### src/rgtc_cfg.svh
// Offsets, field positions and reset values of the gain and carrier registers
`ifndef RGTC_CFG_SVH
`define RGTC_CFG_SVH
`define RGTC_ADDR_W 8
`define RGTC_OFF_GAIN_CFG 8'h1e
`define RGTC_OFF_STATIC 8'h1f
`define RGTC_OFF_TXCTL 8'h20
`define RGTC_BIT_LOOP_EN 0
`define RGTC_BIT_FIXED_SEL 1
`define RGTC_BIT_LOAD 2
`define RGTC_BIT_SRC_SEL 3
`define RGTC_CARD_LSB 0
`define RGTC_CARD_MSB 9
`define RGTC_READER_LSB 10
`define RGTC_READER_MSB 19
`define RGTC_TX_BYPASS 12
`define RGTC_TX_RES_LSB 13
`define RGTC_TX_RES_MSB 17
`define RGTC_TX_FORCE 18
`define RGTC_TX_OVP_LSB 19
`define RGTC_TX_OVP_MSB 23
`define RGTC_TX_AMP_LSB 24
`define RGTC_TX_AMP_MSB 25
`define RGTC_TX_DRV 26
`define RGTC_LEVEL_RST 10'h000
`define RGTC_AMP_MAX 2'h3
`define RGTC_TAU_FAST 4'hf
`endif

### src/rgtc_pkg.sv
// Types of the gain and carrier register block
package rgtc_pkg;
   typedef struct packed
   {
      logic src_sel;
      logic fixed_sel;
      logic loop_en;
   } rgtc_gain_cfg_t;

   typedef struct packed
   {
      logic drv_single;
      logic [1:0] amp;
      logic [4:0] ovp_res;
      logic force_max;
      logic [4:0] res;
      logic bypass;
   } rgtc_txctl_t;

   typedef struct packed
   {
      rgtc_gain_cfg_t cfg;
      logic [9:0] reader_lvl;
      logic [9:0] card_lvl;
      rgtc_txctl_t tx;
      logic [9:0] loaded;
      logic [9:0] frozen;
      logic [9:0] divider;
      logic load_pend;
      logic [1:0] carrier_amp;
      logic [3:0] tau_eff;
      logic [31:0] rdata;
   } rgtc_state_t;
endpackage

### src/rgtc_regs.sv
// Gain divider and transmitter carrier configuration registers
`timescale 1ns/10ps
`include "rgtc_cfg.svh"
// ==========================================
module rgtc_regs
   import rgtc_pkg::*;
#(
   parameter int LEVEL_W = 10
)
(
   // Clock and reset
   input wire logic core_clk,
   input wire logic rst_n,
   // Register port
   input wire logic [`RGTC_ADDR_W-1:0] reg_addr,
   input wire logic [31:0] reg_wdata,
   input wire logic reg_wr,
   input wire logic reg_rd,
   output logic [31:0] reg_rdata,
   // Gain loop side
   input wire logic [LEVEL_W-1:0] loop_divider,
   output logic [LEVEL_W-1:0] rx_divider,
   output logic gain_loop_enable,
   // Transmitter side
   input wire logic [3:0] rising_edge_tau,
   output logic [3:0] tau_effective,
   output logic shaping_bypass,
   output logic load_mod_driver_select,
   output logic [1:0] card_carrier_amplitude,
   output logic [4:0] residual_level,
   output logic [4:0] overshoot_residual_level
);

   // ==========================================
   // Parameter check
   if (LEVEL_W != 10)
   begin
      $error("rgtc_regs: LEVEL_W must be 10");
   end

   rgtc_state_t s;
   rgtc_state_t next_s;
   logic [9:0] selected;

   function automatic logic hit(input logic [`RGTC_ADDR_W-1:0] a,
                                input logic [`RGTC_ADDR_W-1:0] off);
      hit = (a == off);
   endfunction

   // Read words of the register views; reserved positions stay zero
   function automatic logic [31:0] cfg_word(input rgtc_gain_cfg_t c);
      cfg_word = 32'h0000_0000;
      cfg_word[`RGTC_BIT_LOOP_EN] = c.loop_en;
      cfg_word[`RGTC_BIT_FIXED_SEL] = c.fixed_sel;
      cfg_word[`RGTC_BIT_SRC_SEL] = c.src_sel;
   endfunction

   function automatic logic [31:0] tx_word(input rgtc_txctl_t t);
      tx_word = 32'h0000_0000;
      tx_word[`RGTC_TX_DRV:`RGTC_TX_BYPASS] = t;
   endfunction

   // ==========================================
   // Next state
   always_comb
   begin
      next_s = s;
      // Level the source select currently picks
      selected = s.cfg.src_sel ? s.reader_lvl : s.card_lvl;
      next_s.load_pend = 1'b0;
      if (s.load_pend)
         next_s.loaded = selected;
      if (s.cfg.loop_en)
         next_s.frozen = loop_divider;
      if (reg_wr && hit(reg_addr, `RGTC_OFF_GAIN_CFG))
      begin
         next_s.cfg.loop_en = reg_wdata[`RGTC_BIT_LOOP_EN];
         next_s.cfg.fixed_sel = reg_wdata[`RGTC_BIT_FIXED_SEL];
         next_s.cfg.src_sel = reg_wdata[`RGTC_BIT_SRC_SEL];
         next_s.load_pend = reg_wdata[`RGTC_BIT_LOAD];
      end
      if (reg_wr && hit(reg_addr, `RGTC_OFF_STATIC))
      begin
         next_s.card_lvl = reg_wdata[`RGTC_CARD_MSB:`RGTC_CARD_LSB];
         next_s.reader_lvl = reg_wdata[`RGTC_READER_MSB:`RGTC_READER_LSB];
      end
      if (reg_wr && hit(reg_addr, `RGTC_OFF_TXCTL))
      begin
         next_s.tx.drv_single = reg_wdata[`RGTC_TX_DRV];
         next_s.tx.amp = reg_wdata[`RGTC_TX_AMP_MSB:`RGTC_TX_AMP_LSB];
         next_s.tx.ovp_res = reg_wdata[`RGTC_TX_OVP_MSB:`RGTC_TX_OVP_LSB];
         next_s.tx.force_max = reg_wdata[`RGTC_TX_FORCE];
         next_s.tx.res = reg_wdata[`RGTC_TX_RES_MSB:`RGTC_TX_RES_LSB];
         next_s.tx.bypass = reg_wdata[`RGTC_TX_BYPASS];
      end
      // Divider: loop value when enabled, else fixed choice
      if (s.cfg.loop_en)
         next_s.divider = loop_divider;
      else if (s.cfg.fixed_sel)
         next_s.divider = s.frozen;
      else
         next_s.divider = s.loaded;
      next_s.carrier_amp = s.tx.force_max ? `RGTC_AMP_MAX : s.tx.amp;
      next_s.tau_eff = s.tx.bypass ? `RGTC_TAU_FAST : rising_edge_tau;
      // Read data one cycle after the strobe; strobe and reserved read zero
      next_s.rdata = 32'h0000_0000;
      if (reg_rd && hit(reg_addr, `RGTC_OFF_GAIN_CFG))
         next_s.rdata = cfg_word(s.cfg);
      else if (reg_rd && hit(reg_addr, `RGTC_OFF_STATIC))
         next_s.rdata[`RGTC_READER_MSB:`RGTC_CARD_LSB] = {s.reader_lvl, s.card_lvl};
      else if (reg_rd && hit(reg_addr, `RGTC_OFF_TXCTL))
         next_s.rdata = tx_word(s.tx);
   end

   // ==========================================
   // State register
   always_ff @(posedge core_clk or negedge rst_n)
   begin
      if (!rst_n)
      begin
         s <= '0;
      end
      else
      begin
         s <= next_s;
      end
   end

   assign reg_rdata = s.rdata;
   assign rx_divider = s.divider;
   assign gain_loop_enable = s.cfg.loop_en;
   assign tau_effective = s.tau_eff;
   assign shaping_bypass = s.tx.bypass;
   assign load_mod_driver_select = s.tx.drv_single;
   assign card_carrier_amplitude = s.carrier_amp;
   assign residual_level = s.tx.res;
   assign overshoot_residual_level = s.tx.ovp_res;

   // ==========================================
   // Checks
   a_load_copies_level: assert property (@(posedge core_clk) disable iff (!rst_n)
      s.load_pend |=> s.loaded == $past(selected))
      else $error("load did not copy selected level");
   a_strobe_self_clears: assert property (@(posedge core_clk) disable iff (!rst_n)
      s.load_pend && !(reg_wr && reg_addr == `RGTC_OFF_GAIN_CFG) |=> !s.load_pend)
      else $error("load strobe stuck");
   a_fixed_follows: assert property (@(posedge core_clk) disable iff (!rst_n)
      !s.cfg.loop_en && !s.cfg.fixed_sel |=> rx_divider == $past(s.loaded))
      else $error("fixed divider not selected level");
   a_frozen_hold: assert property (@(posedge core_clk) disable iff (!rst_n)
      !s.cfg.loop_en && s.cfg.fixed_sel |=> rx_divider == $past(s.frozen))
      else $error("frozen divider not held");
   a_select_no_load: assert property (@(posedge core_clk) disable iff (!rst_n)
      !s.load_pend |=> s.loaded == $past(s.loaded))
      else $error("divider value changed without load");
   a_loop_tracks: assert property (@(posedge core_clk) disable iff (!rst_n)
      s.cfg.loop_en |=> rx_divider == $past(loop_divider))
      else $error("loop divider not followed");
   a_force_max_amp: assert property (@(posedge core_clk) disable iff (!rst_n)
      s.tx.force_max |=> card_carrier_amplitude == `RGTC_AMP_MAX)
      else $error("force max ignored");
   a_bypass_tau: assert property (@(posedge core_clk) disable iff (!rst_n)
      s.tx.bypass |=> tau_effective == `RGTC_TAU_FAST)
      else $error("bypass did not give fastest rise");
   a_strobe_reads_zero: assert property (@(posedge core_clk) disable iff (!rst_n)
      reg_rd && reg_addr == `RGTC_OFF_GAIN_CFG |=> reg_rdata[`RGTC_BIT_LOAD] == 1'b0)
      else $error("load strobe read nonzero");

   // ==========================================
   // Gain configuration checks
   a_cfg_loop_write: assert property (@(posedge core_clk) disable iff (!rst_n)
      reg_wr && hit(reg_addr, `RGTC_OFF_GAIN_CFG)
      |=> gain_loop_enable == $past(reg_wdata[`RGTC_BIT_LOOP_EN]))
      else $error("loop enable write lost");

   a_cfg_fixed_write: assert property (@(posedge core_clk) disable iff (!rst_n)
      reg_wr && hit(reg_addr, `RGTC_OFF_GAIN_CFG)
      |=> s.cfg.fixed_sel == $past(reg_wdata[`RGTC_BIT_FIXED_SEL]))
      else $error("fixed select write lost");

   a_cfg_src_write: assert property (@(posedge core_clk) disable iff (!rst_n)
      reg_wr && hit(reg_addr, `RGTC_OFF_GAIN_CFG)
      |=> s.cfg.src_sel == $past(reg_wdata[`RGTC_BIT_SRC_SEL]))
      else $error("source select write lost");

   a_cfg_hold: assert property (@(posedge core_clk) disable iff (!rst_n)
      !(reg_wr && hit(reg_addr, `RGTC_OFF_GAIN_CFG))
      |=> $stable(s.cfg))
      else $error("gain config changed without write");

   a_load_arms: assert property (@(posedge core_clk) disable iff (!rst_n)
      reg_wr && hit(reg_addr, `RGTC_OFF_GAIN_CFG) && reg_wdata[`RGTC_BIT_LOAD]
      |=> s.load_pend)
      else $error("load strobe not taken");

   a_load_needs_write: assert property (@(posedge core_clk) disable iff (!rst_n)
      !(reg_wr && hit(reg_addr, `RGTC_OFF_GAIN_CFG) && reg_wdata[`RGTC_BIT_LOAD])
      |=> !s.load_pend)
      else $error("load raised without strobe");

   a_load_reader: assert property (@(posedge core_clk) disable iff (!rst_n)
      s.load_pend && s.cfg.src_sel
      |=> s.loaded == $past(s.reader_lvl))
      else $error("load did not take reader level");

   a_load_card: assert property (@(posedge core_clk) disable iff (!rst_n)
      s.load_pend && !s.cfg.src_sel
      |=> s.loaded == $past(s.card_lvl))
      else $error("load did not take card level");

   a_loop_freeze: assert property (@(posedge core_clk) disable iff (!rst_n)
      s.cfg.loop_en
      |=> s.frozen == $past(loop_divider))
      else $error("frozen value not tracking loop");

   a_frozen_stable: assert property (@(posedge core_clk) disable iff (!rst_n)
      !s.cfg.loop_en
      |=> $stable(s.frozen))
      else $error("frozen value moved with loop off");

   a_cfg_read: assert property (@(posedge core_clk) disable iff (!rst_n)
      reg_rd && hit(reg_addr, `RGTC_OFF_GAIN_CFG)
      |=> reg_rdata == $past(cfg_word(s.cfg)))
      else $error("gain config read wrong");

   a_cfg_read_rsvd: assert property (@(posedge core_clk) disable iff (!rst_n)
      reg_rd && hit(reg_addr, `RGTC_OFF_GAIN_CFG)
      |=> (reg_rdata >> (`RGTC_BIT_SRC_SEL + 1)) == 32'h0000_0000)
      else $error("gain config reserved bits nonzero");

   // ==========================================
   // Static level checks
   a_card_write: assert property (@(posedge core_clk) disable iff (!rst_n)
      reg_wr && hit(reg_addr, `RGTC_OFF_STATIC)
      |=> s.card_lvl == $past(reg_wdata[`RGTC_CARD_MSB:`RGTC_CARD_LSB]))
      else $error("card level write lost");

   a_reader_write: assert property (@(posedge core_clk) disable iff (!rst_n)
      reg_wr && hit(reg_addr, `RGTC_OFF_STATIC)
      |=> s.reader_lvl == $past(reg_wdata[`RGTC_READER_MSB:`RGTC_READER_LSB]))
      else $error("reader level write lost");

   a_static_hold: assert property (@(posedge core_clk) disable iff (!rst_n)
      !(reg_wr && hit(reg_addr, `RGTC_OFF_STATIC))
      |=> $stable({s.reader_lvl, s.card_lvl}))
      else $error("static levels changed without write");

   a_static_read: assert property (@(posedge core_clk) disable iff (!rst_n)
      reg_rd && hit(reg_addr, `RGTC_OFF_STATIC)
      |=> reg_rdata[`RGTC_READER_MSB:`RGTC_CARD_LSB] == $past({s.reader_lvl, s.card_lvl}))
      else $error("static levels read wrong");

   a_static_upper: assert property (@(posedge core_clk) disable iff (!rst_n)
      reg_rd && hit(reg_addr, `RGTC_OFF_STATIC)
      |=> (reg_rdata >> (`RGTC_READER_MSB + 1)) == 32'h0000_0000)
      else $error("static upper bits nonzero");

   // ==========================================
   // Transmitter control checks
   a_drv_write: assert property (@(posedge core_clk) disable iff (!rst_n)
      reg_wr && hit(reg_addr, `RGTC_OFF_TXCTL)
      |=> load_mod_driver_select == $past(reg_wdata[`RGTC_TX_DRV]))
      else $error("driver select write lost");

   a_amp_write: assert property (@(posedge core_clk) disable iff (!rst_n)
      reg_wr && hit(reg_addr, `RGTC_OFF_TXCTL)
      |=> s.tx.amp == $past(reg_wdata[`RGTC_TX_AMP_MSB:`RGTC_TX_AMP_LSB]))
      else $error("amplitude write lost");

   a_amp_follows: assert property (@(posedge core_clk) disable iff (!rst_n)
      !s.tx.force_max
      |=> card_carrier_amplitude == $past(s.tx.amp))
      else $error("amplitude field not applied");

   a_ovp_write: assert property (@(posedge core_clk) disable iff (!rst_n)
      reg_wr && hit(reg_addr, `RGTC_OFF_TXCTL)
      |=> overshoot_residual_level == $past(reg_wdata[`RGTC_TX_OVP_MSB:`RGTC_TX_OVP_LSB]))
      else $error("overshoot residual write lost");

   a_force_write: assert property (@(posedge core_clk) disable iff (!rst_n)
      reg_wr && hit(reg_addr, `RGTC_OFF_TXCTL)
      |=> s.tx.force_max == $past(reg_wdata[`RGTC_TX_FORCE]))
      else $error("force max write lost");

   a_res_write: assert property (@(posedge core_clk) disable iff (!rst_n)
      reg_wr && hit(reg_addr, `RGTC_OFF_TXCTL)
      |=> residual_level == $past(reg_wdata[`RGTC_TX_RES_MSB:`RGTC_TX_RES_LSB]))
      else $error("residual level write lost");

   a_bypass_write: assert property (@(posedge core_clk) disable iff (!rst_n)
      reg_wr && hit(reg_addr, `RGTC_OFF_TXCTL)
      |=> shaping_bypass == $past(reg_wdata[`RGTC_TX_BYPASS]))
      else $error("bypass write lost");

   a_tau_follows: assert property (@(posedge core_clk) disable iff (!rst_n)
      !s.tx.bypass
      |=> tau_effective == $past(rising_edge_tau))
      else $error("rising tau not applied");

   a_tx_hold: assert property (@(posedge core_clk) disable iff (!rst_n)
      !(reg_wr && hit(reg_addr, `RGTC_OFF_TXCTL))
      |=> $stable(s.tx))
      else $error("tx control changed without write");

   a_tx_read: assert property (@(posedge core_clk) disable iff (!rst_n)
      reg_rd && hit(reg_addr, `RGTC_OFF_TXCTL)
      |=> reg_rdata == $past(tx_word(s.tx)))
      else $error("tx control read wrong");

   a_tx_read_upper: assert property (@(posedge core_clk) disable iff (!rst_n)
      reg_rd && hit(reg_addr, `RGTC_OFF_TXCTL)
      |=> (reg_rdata >> (`RGTC_TX_DRV + 1)) == 32'h0000_0000)
      else $error("tx control upper bits nonzero");

   a_tx_read_low: assert property (@(posedge core_clk) disable iff (!rst_n)
      reg_rd && hit(reg_addr, `RGTC_OFF_TXCTL)
      |=> reg_rdata[`RGTC_TX_BYPASS-1:0] == '0)
      else $error("tx control low bits nonzero");

   // ==========================================
   // Read port checks
   a_rdata_idle: assert property (@(posedge core_clk) disable iff (!rst_n)
      !reg_rd
      |=> reg_rdata == 32'h0000_0000)
      else $error("read data without read strobe");

   a_unmapped_read: assert property (@(posedge core_clk) disable iff (!rst_n)
      reg_rd && !hit(reg_addr, `RGTC_OFF_GAIN_CFG) && !hit(reg_addr, `RGTC_OFF_STATIC)
      && !hit(reg_addr, `RGTC_OFF_TXCTL)
      |=> reg_rdata == 32'h0000_0000)
      else $error("unmapped read nonzero");
endmodule

### config.mk
export PLATFORM = sky130hd
export DESIGN_NAME = rgtc_regs
export DESIGN_NICKNAME = d
export VERILOG_FILES = /design/src/rgtc_pkg.sv /design/src/rgtc_regs.sv
export VERILOG_INCLUDE_DIRS = /design/src
export SDC_FILE = /design/constraint.sdc
export NUM_CORES = 1
export LEC_CHECK = 0
export ABC_AREA = 1
export BUFFER_PORTS_ARGS = -buffer_cell sky130_fd_sc_hd__buf_4
export CAP_MARGIN = 30
export CORE_MARGIN = 5
export CORE_UTILIZATION = 45
export DETAILED_ROUTE_END_ITERATION = 8
export PLACE_DENSITY = 0.69
export SYNTH_ARGS = -nofsm -noshare
export SYNTH_HDL_FRONTEND = slang
export SYNTH_SLANG_ARGS = --single-unit
### constraint.sdc
create_clock -name core_clk -period 1.48 [get_ports core_clk]
set_input_delay 0.296 -clock core_clk [delete_from_list [all_inputs] [get_ports core_clk]]
set_output_delay 0.296 -clock core_clk [all_outputs]
set_load 0.01 [all_outputs]
==> results of run 1 <==
## power by group
| part | switching (uW) | total (uW) | internal [uW] |
|---|---|---|---|
| logic | 345 | 639 | 294 |
| registers | 132 | 3150 | 3010 |
| clock network | 963 | 2030 | 1060 |
## worst reg2reg max path, delay by kind of cell, from the launching register on
kind               cells  cell delay, ns
DFF                    1            0.67
AOI/OAI and AO/OA      2            0.38
and+or+nand+nor        1            0.06
## layout by cell type (no fill, tap or decap)
cell and instances:
o21ai_0 8, nor2_1 47, nand4_1 34, dlygate4sd3_1 1, a21oi_1 6, nand3_1 25, inv_1 14, conb_1 5
nor2_2 2, buf_4 119, nand2_2 1, nand2_1 140, buf_12 3, a31oi_1 4, inv_6 3, or2_2 6
nand3_4 1, nor2_4 2, clkbuf_8 11, bufinv_16 2, dfrtp_1 102, nand3_2 2, inv_2 1, o21ai_1 21
## per-stage QoR
step / setup WS [ns] / power (uW)
after floorplan: 0.392 / 3560
after global placement: 0.138 / 3810
after detailed placement: 0.108 / 3850
after CTS: 0.0754 / 5860
after global routing: 0.0538 / 6060
final: 0.0937 / 5810
## final cells by class
type	count	area, um2	area share [%]
Clock inverter	5	86.3	1.61
Clock buffer	11	151	2.83
Multi-Input combinational cell	304	1380	25.7
Tap cell	133	166	3.11
Sequential cell	102	2550	47.7
Inverter	15	56.3	1.05
Timing Repair Buffer	123	963	18.0
## per-layer routing
layer	routed length (um)	share of wire, %	vias up	track usage, %
met5	0	0	-	0
met4	211	2.1	0	6.57
met3	546	5.5	15	4.38
met2	4590	46	97	26.3
met1	4530	46	1565	22.4
li1	-	-	1665	-
## final timing paths
| check | start | end | slack [ns] | cells past startpoint |
|---|---|---|---|---|
| worst max-delay path | gain_loop_enable$_DFFE_PN0P_ | gain_loop_enable | 0.09 | 2 |
| worst min-delay path | rising_edge_tau[3] | tau_effective[3]$_DFF_PN0_ | 0.12 | 2 |
| worst max register to register | s[106]$_DFFE_PN0P_ | s[64]$_DFFE_PN0P_ | 0.27 | 3 |
| worst min register to register | s[86]$_DFFE_PN0P_ | s[86]$_DFFE_PN0P_ | 0.48 | 2 |
| max in group asynchronous | rst_n | reg_rdata[13]$_DFF_PN0_ | 0.57 | 3 |
| min in group asynchronous | rst_n | reg_rdata[10]$_DFF_PN0_ | 0.37 | 2 |
## flip-flops by register name, indices dropped and copies added, names as in the netlist
signal / cells
shaping_bypass: 1
reg_rdata: 27
gain_loop_enable: 1
rx_divider: 10
load_mod_driver_select: 1
card_carrier_amplitude: 2
tau_effective: 4
overshoot_residual_level: 5
residual_level: 5
s: 46
## timing repair
item | CTS | global route
resized for setup | 0 | 0
setup endpoints to repair | 0 | 0
hold buffers | 1 | 0
hold endpoints to repair | 20 | 0
## cells by family (layout without fill, tap and decap cells)
family                 count (synthesis)  after routing  share of synthesized area [%]
flip-flops                           102            102                           56.1
buffers and inverters                100            154                           14.0
AO/OA/AOI/OAI                         39             39                           4.40
other                                  1              5                         0.0824
AND/OR/NAND/NOR                      260            260                           25.4
==> impl_results.md, run 1 <==
- CTS sink count: approximately 100
- Slew @ Worst Pin: 0.505 ns
- Num rows: 36
- Gate Count Post-Synth: ~500
- Most used cell, CP: buf_4
- Final TNS setup: 0 ns
- WP data required: 1.18 ns
- Fillers: 942
- Post-synth top cells: nand2_1 (140), dfrtp_1 (102), buf_4 (61), nor2_1 (47), nand4_1 (34)
- Post-Place Cells: between 600 and 700
- Final Instance Area: roughly 5400 um2
- Yosys top cell by area: dfrtp_1
- Final Util: 54.5%
- Mapped Area: 4550 um2
- CP Cell Sequence: buf_4 -> buf_4
- CTS root buffer: clkbuf_8
- EDFF count, synth: 0
- Layout cells sized above 1: 27.3%
- FMAX: between 700 and 800 MHz
- Async SR Flop Fraction: 100%
- Grt ovf: 0
- CP arrival: 1.09 ns
- Via-to-Cell Ratio: 4.82
- Power per cell area: ~1100 nW/um2
- Hold WC Path Type: primary input to flop
- Yosys Warn Count: 0
- Wire per inst: 14.2 um
- Final #Nets: around 610
- GP Congestion: 0.821
- Leakage: approximately 0.0028 uW
- First-pass GRT wire length: 16900 um
- Post-synth top flop: dfrtp_1
- Seq/Total Area, Yosys: a little under three fifths
- RSZ-0062 raised after global routing: false
- Delay-heaviest family, CP: flip-flops
- Worst Setup Start Kind: flop
- Buffers on Ports: 108
- Status: finished clean
- Worst slew margin: 66.3%
- Initial drt markers: 275
- Total CTS buffers: 9
- Synth-to-Final Area Change: 17.6%
- Post-synth top area share: 56.1%
- Count leader, synth: nand2_1
- Final hold vios: 0
- Max Cap Violations: 0
- CTS tree: done
- First-pass DRT Iterations: 4
- Total number of vias: 3342
- Ranking of synthesized cells by area: dfrtp_1 (56%), nand2_1 (12%), buf_4 (10%)
- Clock Tree Buf Depth: 2
- CP max stage cell: dfrtp_1
- Max FO, Critical Path: 12
- Non-Filler Instances: around 700
- CORE AREA: between 9000 and 10000 um2
- Drc violations: 0
- H-tree levels: 3
- CP max stage delay: a little under 0.4 ns
- CTS clock-pin slew for the worst setup and hold paths: about 0.1 ns
- Final hold slack: 0.118 ns
- Die X: 111 um
- Final period util: 93.7%
- Buffers and inverters on the worst path: 2
- Initial Util: 46.4%
- Post-synth cell types: 22
- Gr usage total: between 15 and 20%
- VDD IR max: 0.558 mV
- # diodes: 0
- Crit. End Element: output pin
- Final Slew Violations: 0
- Post-DRT Antenna Nets: 0
- Yosys reg bits: 102
- Min Tclk post-route: approximately 1.4 ns
- Final wirelength: 9870 um
- # setup viols final: 0
- Full die area: 12200 um2
- Post-place instance area: a little over 5000 um2
- Vias in the first global route: 3381
- Largest net degree at the start of global routing: 44
- IO Pins: 119
- WS Path Type: flop to output pin
- Final Skew: approximately 0.0093 ns
- Avg Inst Size Synth: approximately 9.1 um2
- Clk_lat worst skew: 0.36 ns
- Initial antenna violation count: 0
- HPWL after detailed placement: 7200 um
- Die H: between 100 and 150 um
- Post-CTS Setup Repair Bufs: 0
(Power assumes the default switching activity.)
==> run 2: changes to the inputs <==
--- a/config.mk
+++ b/config.mk
@@ -10,9 +10,9 @@
 export BUFFER_PORTS_ARGS = -buffer_cell sky130_fd_sc_hd__buf_4
 export CAP_MARGIN = 30
 export CORE_MARGIN = 5
-export CORE_UTILIZATION = 45
+export CORE_UTILIZATION = 53
 export DETAILED_ROUTE_END_ITERATION = 8
-export PLACE_DENSITY = 0.69
+export PLACE_DENSITY = 0.79
 export SYNTH_ARGS = -nofsm -noshare
 export SYNTH_HDL_FRONTEND = slang
 export SYNTH_SLANG_ARGS = --single-unit
==> constraint.sdc (replaced) <==
create_clock -name core_clk -period 1.4 [get_ports core_clk]
set_input_delay 0.28 -clock core_clk [delete_from_list [all_inputs] [get_ports core_clk]]
set_output_delay 0.28 -clock core_clk [all_outputs]
set_load 0.01 [all_outputs]
==> run 2 against run 1 <==
Compared with the run above: sequential cell count unchanged; routed wire length fell by 2.2%; final cell count is 4.0% lower; utilization up 10 points; via count up 3.3%; power is 4.6% higher; die area shrank 14%; sequential share of layout area barely moved; global-route usage grew 2.4 points; largest power group unchanged.
==> impl_results.md, run 2 (synthesis gave the netlist of run 1 again) <==
- HPWL after detailed placement: approximately 7000 um
- FMAX: between 700 and 800 MHz
- CORE AREA: 8300 um2
- CP Cell Sequence: buf_6 -> buf_4
- Fillers: 683
- Leakage: 0.00284 uW
- Post-DRT Antenna Nets: 0
- First-pass DRT Iterations: 5
- CTS tree: done
- Synth-to-Final Area Change: 17.6%
- Final Skew: 0.00908 ns
- Most frequent cells in the layout: nand2_1 (140), buf_4 (115), dfrtp_1 (102)
- Num rows: 33
- Initial antenna violation count: 0
- WS Path Type: flop to output pin
- CTS clock-pin slew for the worst setup and hold paths: 0.09 ns
- Initial Util: 54.8%
- First-pass GRT wire length: 15900 um
- RSZ-0062 raised after global routing: false
- Clock Tree Buf Depth: 2
- Commonest non-fill, non-tap cell in the layout: nand2_1
- H-tree levels: 3
- WHS Path Cells: 2
- Gr usage total: 19.2%
- Max Cap Violations: 0
- Final Slew Violations: 0
- Vias in the first global route: 3327
- CP arrival: between 1 and 1.5 ns
- Final Instance Area: 5350 um2
- # setup viols final: 0
- Final hold vios: 0
- Die X: just over 100 um
- Die H: 103 um
- Max FO, Critical Path: 12
- Drc violations: 0
- Crit. End Element: output pin
- CP max stage delay: 0.40 ns
- DP Worst Slack: -0.0185 ns
- WP data required: 1.12 ns
- CP max stage cell: dfrtp_1
- IO Pins: 119
- Max reg flops: 46
- Grt ovf: 0
- FF-to-FF path depth: 3
- Layout cells sized above 1: 27.1%
- Total CTS buffers: 9
- # diodes: 0
- Hold WC Path Type: primary input to flop
- Final period util: 95.2%
- VDD IR max: 0.701 mV
- Total number of vias: 3452
- Worst Setup Start Kind: flop
- Power per cell area: 1140 nW/um2
- GP Congestion: between 0.8 and 0.9
- Buffers on Ports: approximately 110
- Final #Nets: just over 600
- Initial drt markers: 220
- Final setup margin: 0.0671 ns
- Via-to-Cell Ratio: 5.19
- Biggest register: s
- Full die area: 10500 um2
- Final Util: between 60 and 70%
- Clk_lat worst skew: around 0.35 ns
- Status: finished clean
- Wire per inst: 14.5 um
- Largest net degree at the start of global routing: 48
- CTS sink count: between 100 and 150
- CTS root buffer: clkbuf_8
- Min Tclk post-route: 1.33 ns
- Final wirelength: 9660 um
- Post-place instance area: slightly above 5000 um2
run 2: layout make-up:
| type | instances | area [um2] | area share, % |
|---|---|---|---|
| Clock buffer | 13 | 169 | 3.15 |
| Clock inverter | 3 | 65.1 | 1.22 |
| Inverter | 15 | 56.3 | 1.05 |
| Multi-Input combinational cell | 304 | 1380 | 25.7 |
| Sequential cell | 102 | 2550 | 47.7 |
| Tap cell | 105 | 131 | 2.45 |
| Timing Repair Buffer | 123 | 1000 | 18.8 |
run 2: path summary, 6_finish.rpt:
| path | startpoint | slack, ns | endpoint |
|---|---|---|---|
| worst max-delay path | gain_loop_enable$_DFFE_PN0P_ | 0.07 | gain_loop_enable |
| worst min-delay path | rising_edge_tau[2] | 0.12 | tau_effective[2]$_DFF_PN0_ |
| worst max register to register | s[105]$_DFFE_PN0P_ | 0.20 | rx_divider[4]$_DFF_PN0_ |
| worst min register to register | s[57]$_DFFE_PN0P_ | 0.48 | s[57]$_DFFE_PN0P_ |
| max in group asynchronous | rst_n | 0.50 | reg_rdata[14]$_DFF_PN0_ |
| min in group asynchronous | rst_n | 0.35 | s[88]$_DFFE_PN0P_ |
run 2: through the flow:
step / hold WS [ns] / std cells / power [uW] / setup TNS [ns]
2_1_floorplan: -0.0156 / 506 / 3760 / 0
5_1_grt: 0.0963 / 665 / 6390 / 0
4_1_cts: 0.109 / 665 / 6120 / 0
3_3_place_gp: 0.190 / 648 / 4030 / 0
6_report: 0.118 / 665 / 6080 / 0
3_5_place_dp: 0.192 / 648 / 4070 / -0.0209
run 2: power breakdown:
group | total (uW) | leakage, uW | internal, uW | switching, uW
Clock | 2080 | 0.000120 | 1150 | 924
Combinational | 675 | 0.00134 | 315 | 360
Sequential | 3330 | 0.00138 | 3190 | 143
run 2: metal layers:
metal | part of all wire (%) | global-route usage [%] | up-vias
li1 | - | - | 1662
met2 | 50 | 31.0 | 126
met4 | 1.2 | 5.95 | 0
met5 | 0 | 0 | -
met3 | 7.8 | 4.53 | 12
met1 | 41 | 26.0 | 1652
run 2: critical path, delay by kind of cell (launching register included):
family | cells | cell delay [ns]
flip-flops | 1 | 0.40
buffers and inverters | 2 | 0.29
run 2: repair_timing:
action                                  4_1_cts  5_1_grt
buffers inserted                              0        0
gates resized for setup                       0        1
endpoints found under the setup margin        0        1
hold endpoints to repair                     20        0
hold buffers                                  1        0
==> run 3: changes to the inputs <==
--- a/config.mk
+++ b/config.mk
@@ -9,10 +9,12 @@
 export ABC_AREA = 1
 export BUFFER_PORTS_ARGS = -buffer_cell sky130_fd_sc_hd__buf_4
 export CAP_MARGIN = 30
+export CELL_PAD_IN_SITES_DETAIL_PLACEMENT = 0
+export CELL_PAD_IN_SITES_GLOBAL_PLACEMENT = 1
 export CORE_MARGIN = 5
-export CORE_UTILIZATION = 53
+export CORE_UTILIZATION = 39
 export DETAILED_ROUTE_END_ITERATION = 8
-export PLACE_DENSITY = 0.79
+export PLACE_DENSITY = 0.78
 export SYNTH_ARGS = -nofsm -noshare
 export SYNTH_HDL_FRONTEND = slang
 export SYNTH_SLANG_ARGS = --single-unit
==> run 3 against run 2 <==
Compared with the run above: register-to-register slack worse by 0.02 ns; largest power group unchanged; global-route usage decreased by 3.9 points; sequential cell count unchanged; via count decreased by 2.8%; worst setup slack worse by 0.0062 ns; die area grew 32%; clock skew is 0.0053 ns lower; non-clock buffer count increased by 4; sequential power is essentially flat; largest cell class unchanged; critical path depth did not move; routed wire length is 7.9% higher; clock power up 21%.
==> impl_results.md, run 3 (synthesis gave the netlist of run 1 again) <==
- Leakage: 0.00288 uW
- Final TNS setup: 0 ns
- Post-Place Cells: 690
- First-pass DRT Iterations: 4
- Grt ovf: 0
- Buffers on Ports: approximately 110
- Final Slew Violations: 0
- # setup viols final: 0
- Wire per inst: 14.7 um
- VDD IR max: 0.591 mV
- Max reg flops: 46
- CTS tree: done
- CTS root buffer: clkbuf_16
- Post-cts sizing count: 0
- Commonest non-fill, non-tap cell in the layout: nand2_1
- Total CTS buffers: 9
- # diodes: 0
- IO Pins: ~120
- Layout cells sized above 1: 27.5%
- FMAX: 747 MHz
- Final #Nets: about 620
- Final wirelength: between 10000 and 15000 um
- H-tree levels: 3
- WP data required: 1.12 ns
- CORE AREA: about 11000 um2
- Delay-heaviest family, CP: flip-flops
- # hold bufs at CTS: 1
- CTS sink count: 102
- Clock Tree Buf Depth: 2
- GP Congestion: 0.791
- Hold WC Path Type: primary input to flop
- Biggest register: s
- HPWL after detailed placement: 7520 um
- Gr usage total: between 10% and 20%
- Num rows: 39
- Post-CTS Setup Repair Bufs: 0
- CP max stage cell: dfrtp_1
- First-pass GRT wire length: 17200 um
- Non-Filler Instances: 707
- Initial Util: about two fifths
- Buffers and inverters on the worst path: 2
- CP arrival: 1.06 ns
- Final hold vios: 0
- CP max stage delay: 0.38 ns
- Worst Setup Start Kind: flop
- WS Path Type: flop to output pin
- Via-to-Cell Ratio: about 4.7
- Min Tclk post-route: 1.34 ns
- CTS clock-pin slew for the worst setup and hold paths: about 0.060 ns
- Final period util: 95.6%
- Most used cell, CP: buf_4
- Max Cap Violations: 0
- Die X: around 120 um
- Crit. End Element: output pin
- Post-DRT Antenna Nets: 0
- RSZ-0062 raised after global routing: false
- Drc violations: 0
- Clk_lat worst skew: around 0.34 ns
- Synth-to-Final Area Change: 20.2%
- Total number of vias: around 3400
- Initial drt markers: 289
- Power per cell area: 1190 nW/um2
- CP Cell Sequence: buf_4 -> buf_4
- Final Skew: 0.00381 ns
- Full die area: 13900 um2
- Most frequent cells in the layout: nand2_1 (140), buf_4 (122), dfrtp_1 (102)
- Max FO, Critical Path: 12
- Vias in the first global route: 3413
- Initial antenna violation count: 0
- Status: finished clean
- Largest net degree at the start of global routing: 58
- Die H: 118 um
## run 3: cell types whose count changed in the layout (fill, tap and decap cells not counted)
cell / change
buf_12: -2
buf_4: +7
buf_6: -1
bufinv_16: -1
clkbuf_1: +1
clkbuf_16: +9
clkbuf_8: -10
clkinvlp_4: +1
## run 3: power breakdown
part | internal, uW | total [uW] | switching, uW
combinational | 318 | 685 | 367
clock | 1480 | 2520 | 1040
sequential | 3190 | 3330 | 136
## run 3: through the flow
step	power (uW)	utilization [%]	worst slack, ns	hold slack (ns)	instance area, um2
after floorplan	3760	-	0.328	-0.0156	4570
after global placement	4050	45.2	0.0833	0.0845	5160
after detailed placement	4080	45.2	0.0613	0.0861	5160
after CTS	6600	47.9	0.0444	0.120	5470
after global routing	6830	47.9	0.0195	0.124	5470
final	6530	47.9	0.0609	0.130	5470
## run 3: cell type report
type / instances / area [um2]
well taps: 143 / 179
clock inverters: 3 / 42.5
clock buffers: 13 / 260
flip-flops and latches: 102 / 2550
multi-input cells: 304 / 1380
fillers: 1137 / 5950
repair buffers: 127 / 1010
inverters: 15 / 56.3
## run 3: metal layers
layer / wire length [um] / up-vias / track usage (%)
met2: 5200 / 98 / 25.7
li1: - / 1671 / -
met1: 4430 / 1574 / 19.5
met3: 621 / 11 / 2.98
met4: 172 / 0 / 5.81
met5: 0 / - / 0
## run 3: worst paths after layout
kind | from | to | slack (ns) | cells after the start
max | gain_loop_enable$_DFFE_PN0P_ | gain_loop_enable | 0.06 | 2
min | rising_edge_tau[2] | tau_effective[2]$_DFF_PN0_ | 0.13 | 2
max reg2reg | s[106]$_DFFE_PN0P_ | s[63]$_DFFE_PN0P_ | 0.18 | 3
min reg2reg | s[51]$_DFFE_PN0P_ | s[51]$_DFFE_PN0P_ | 0.47 | 2
max in group asynchronous | rst_n | s[81]$_DFFE_PN0P_ | 0.63 | 3
min in group asynchronous | rst_n | reg_rdata[9]$_DFF_PN0_ | 0.28 | 2
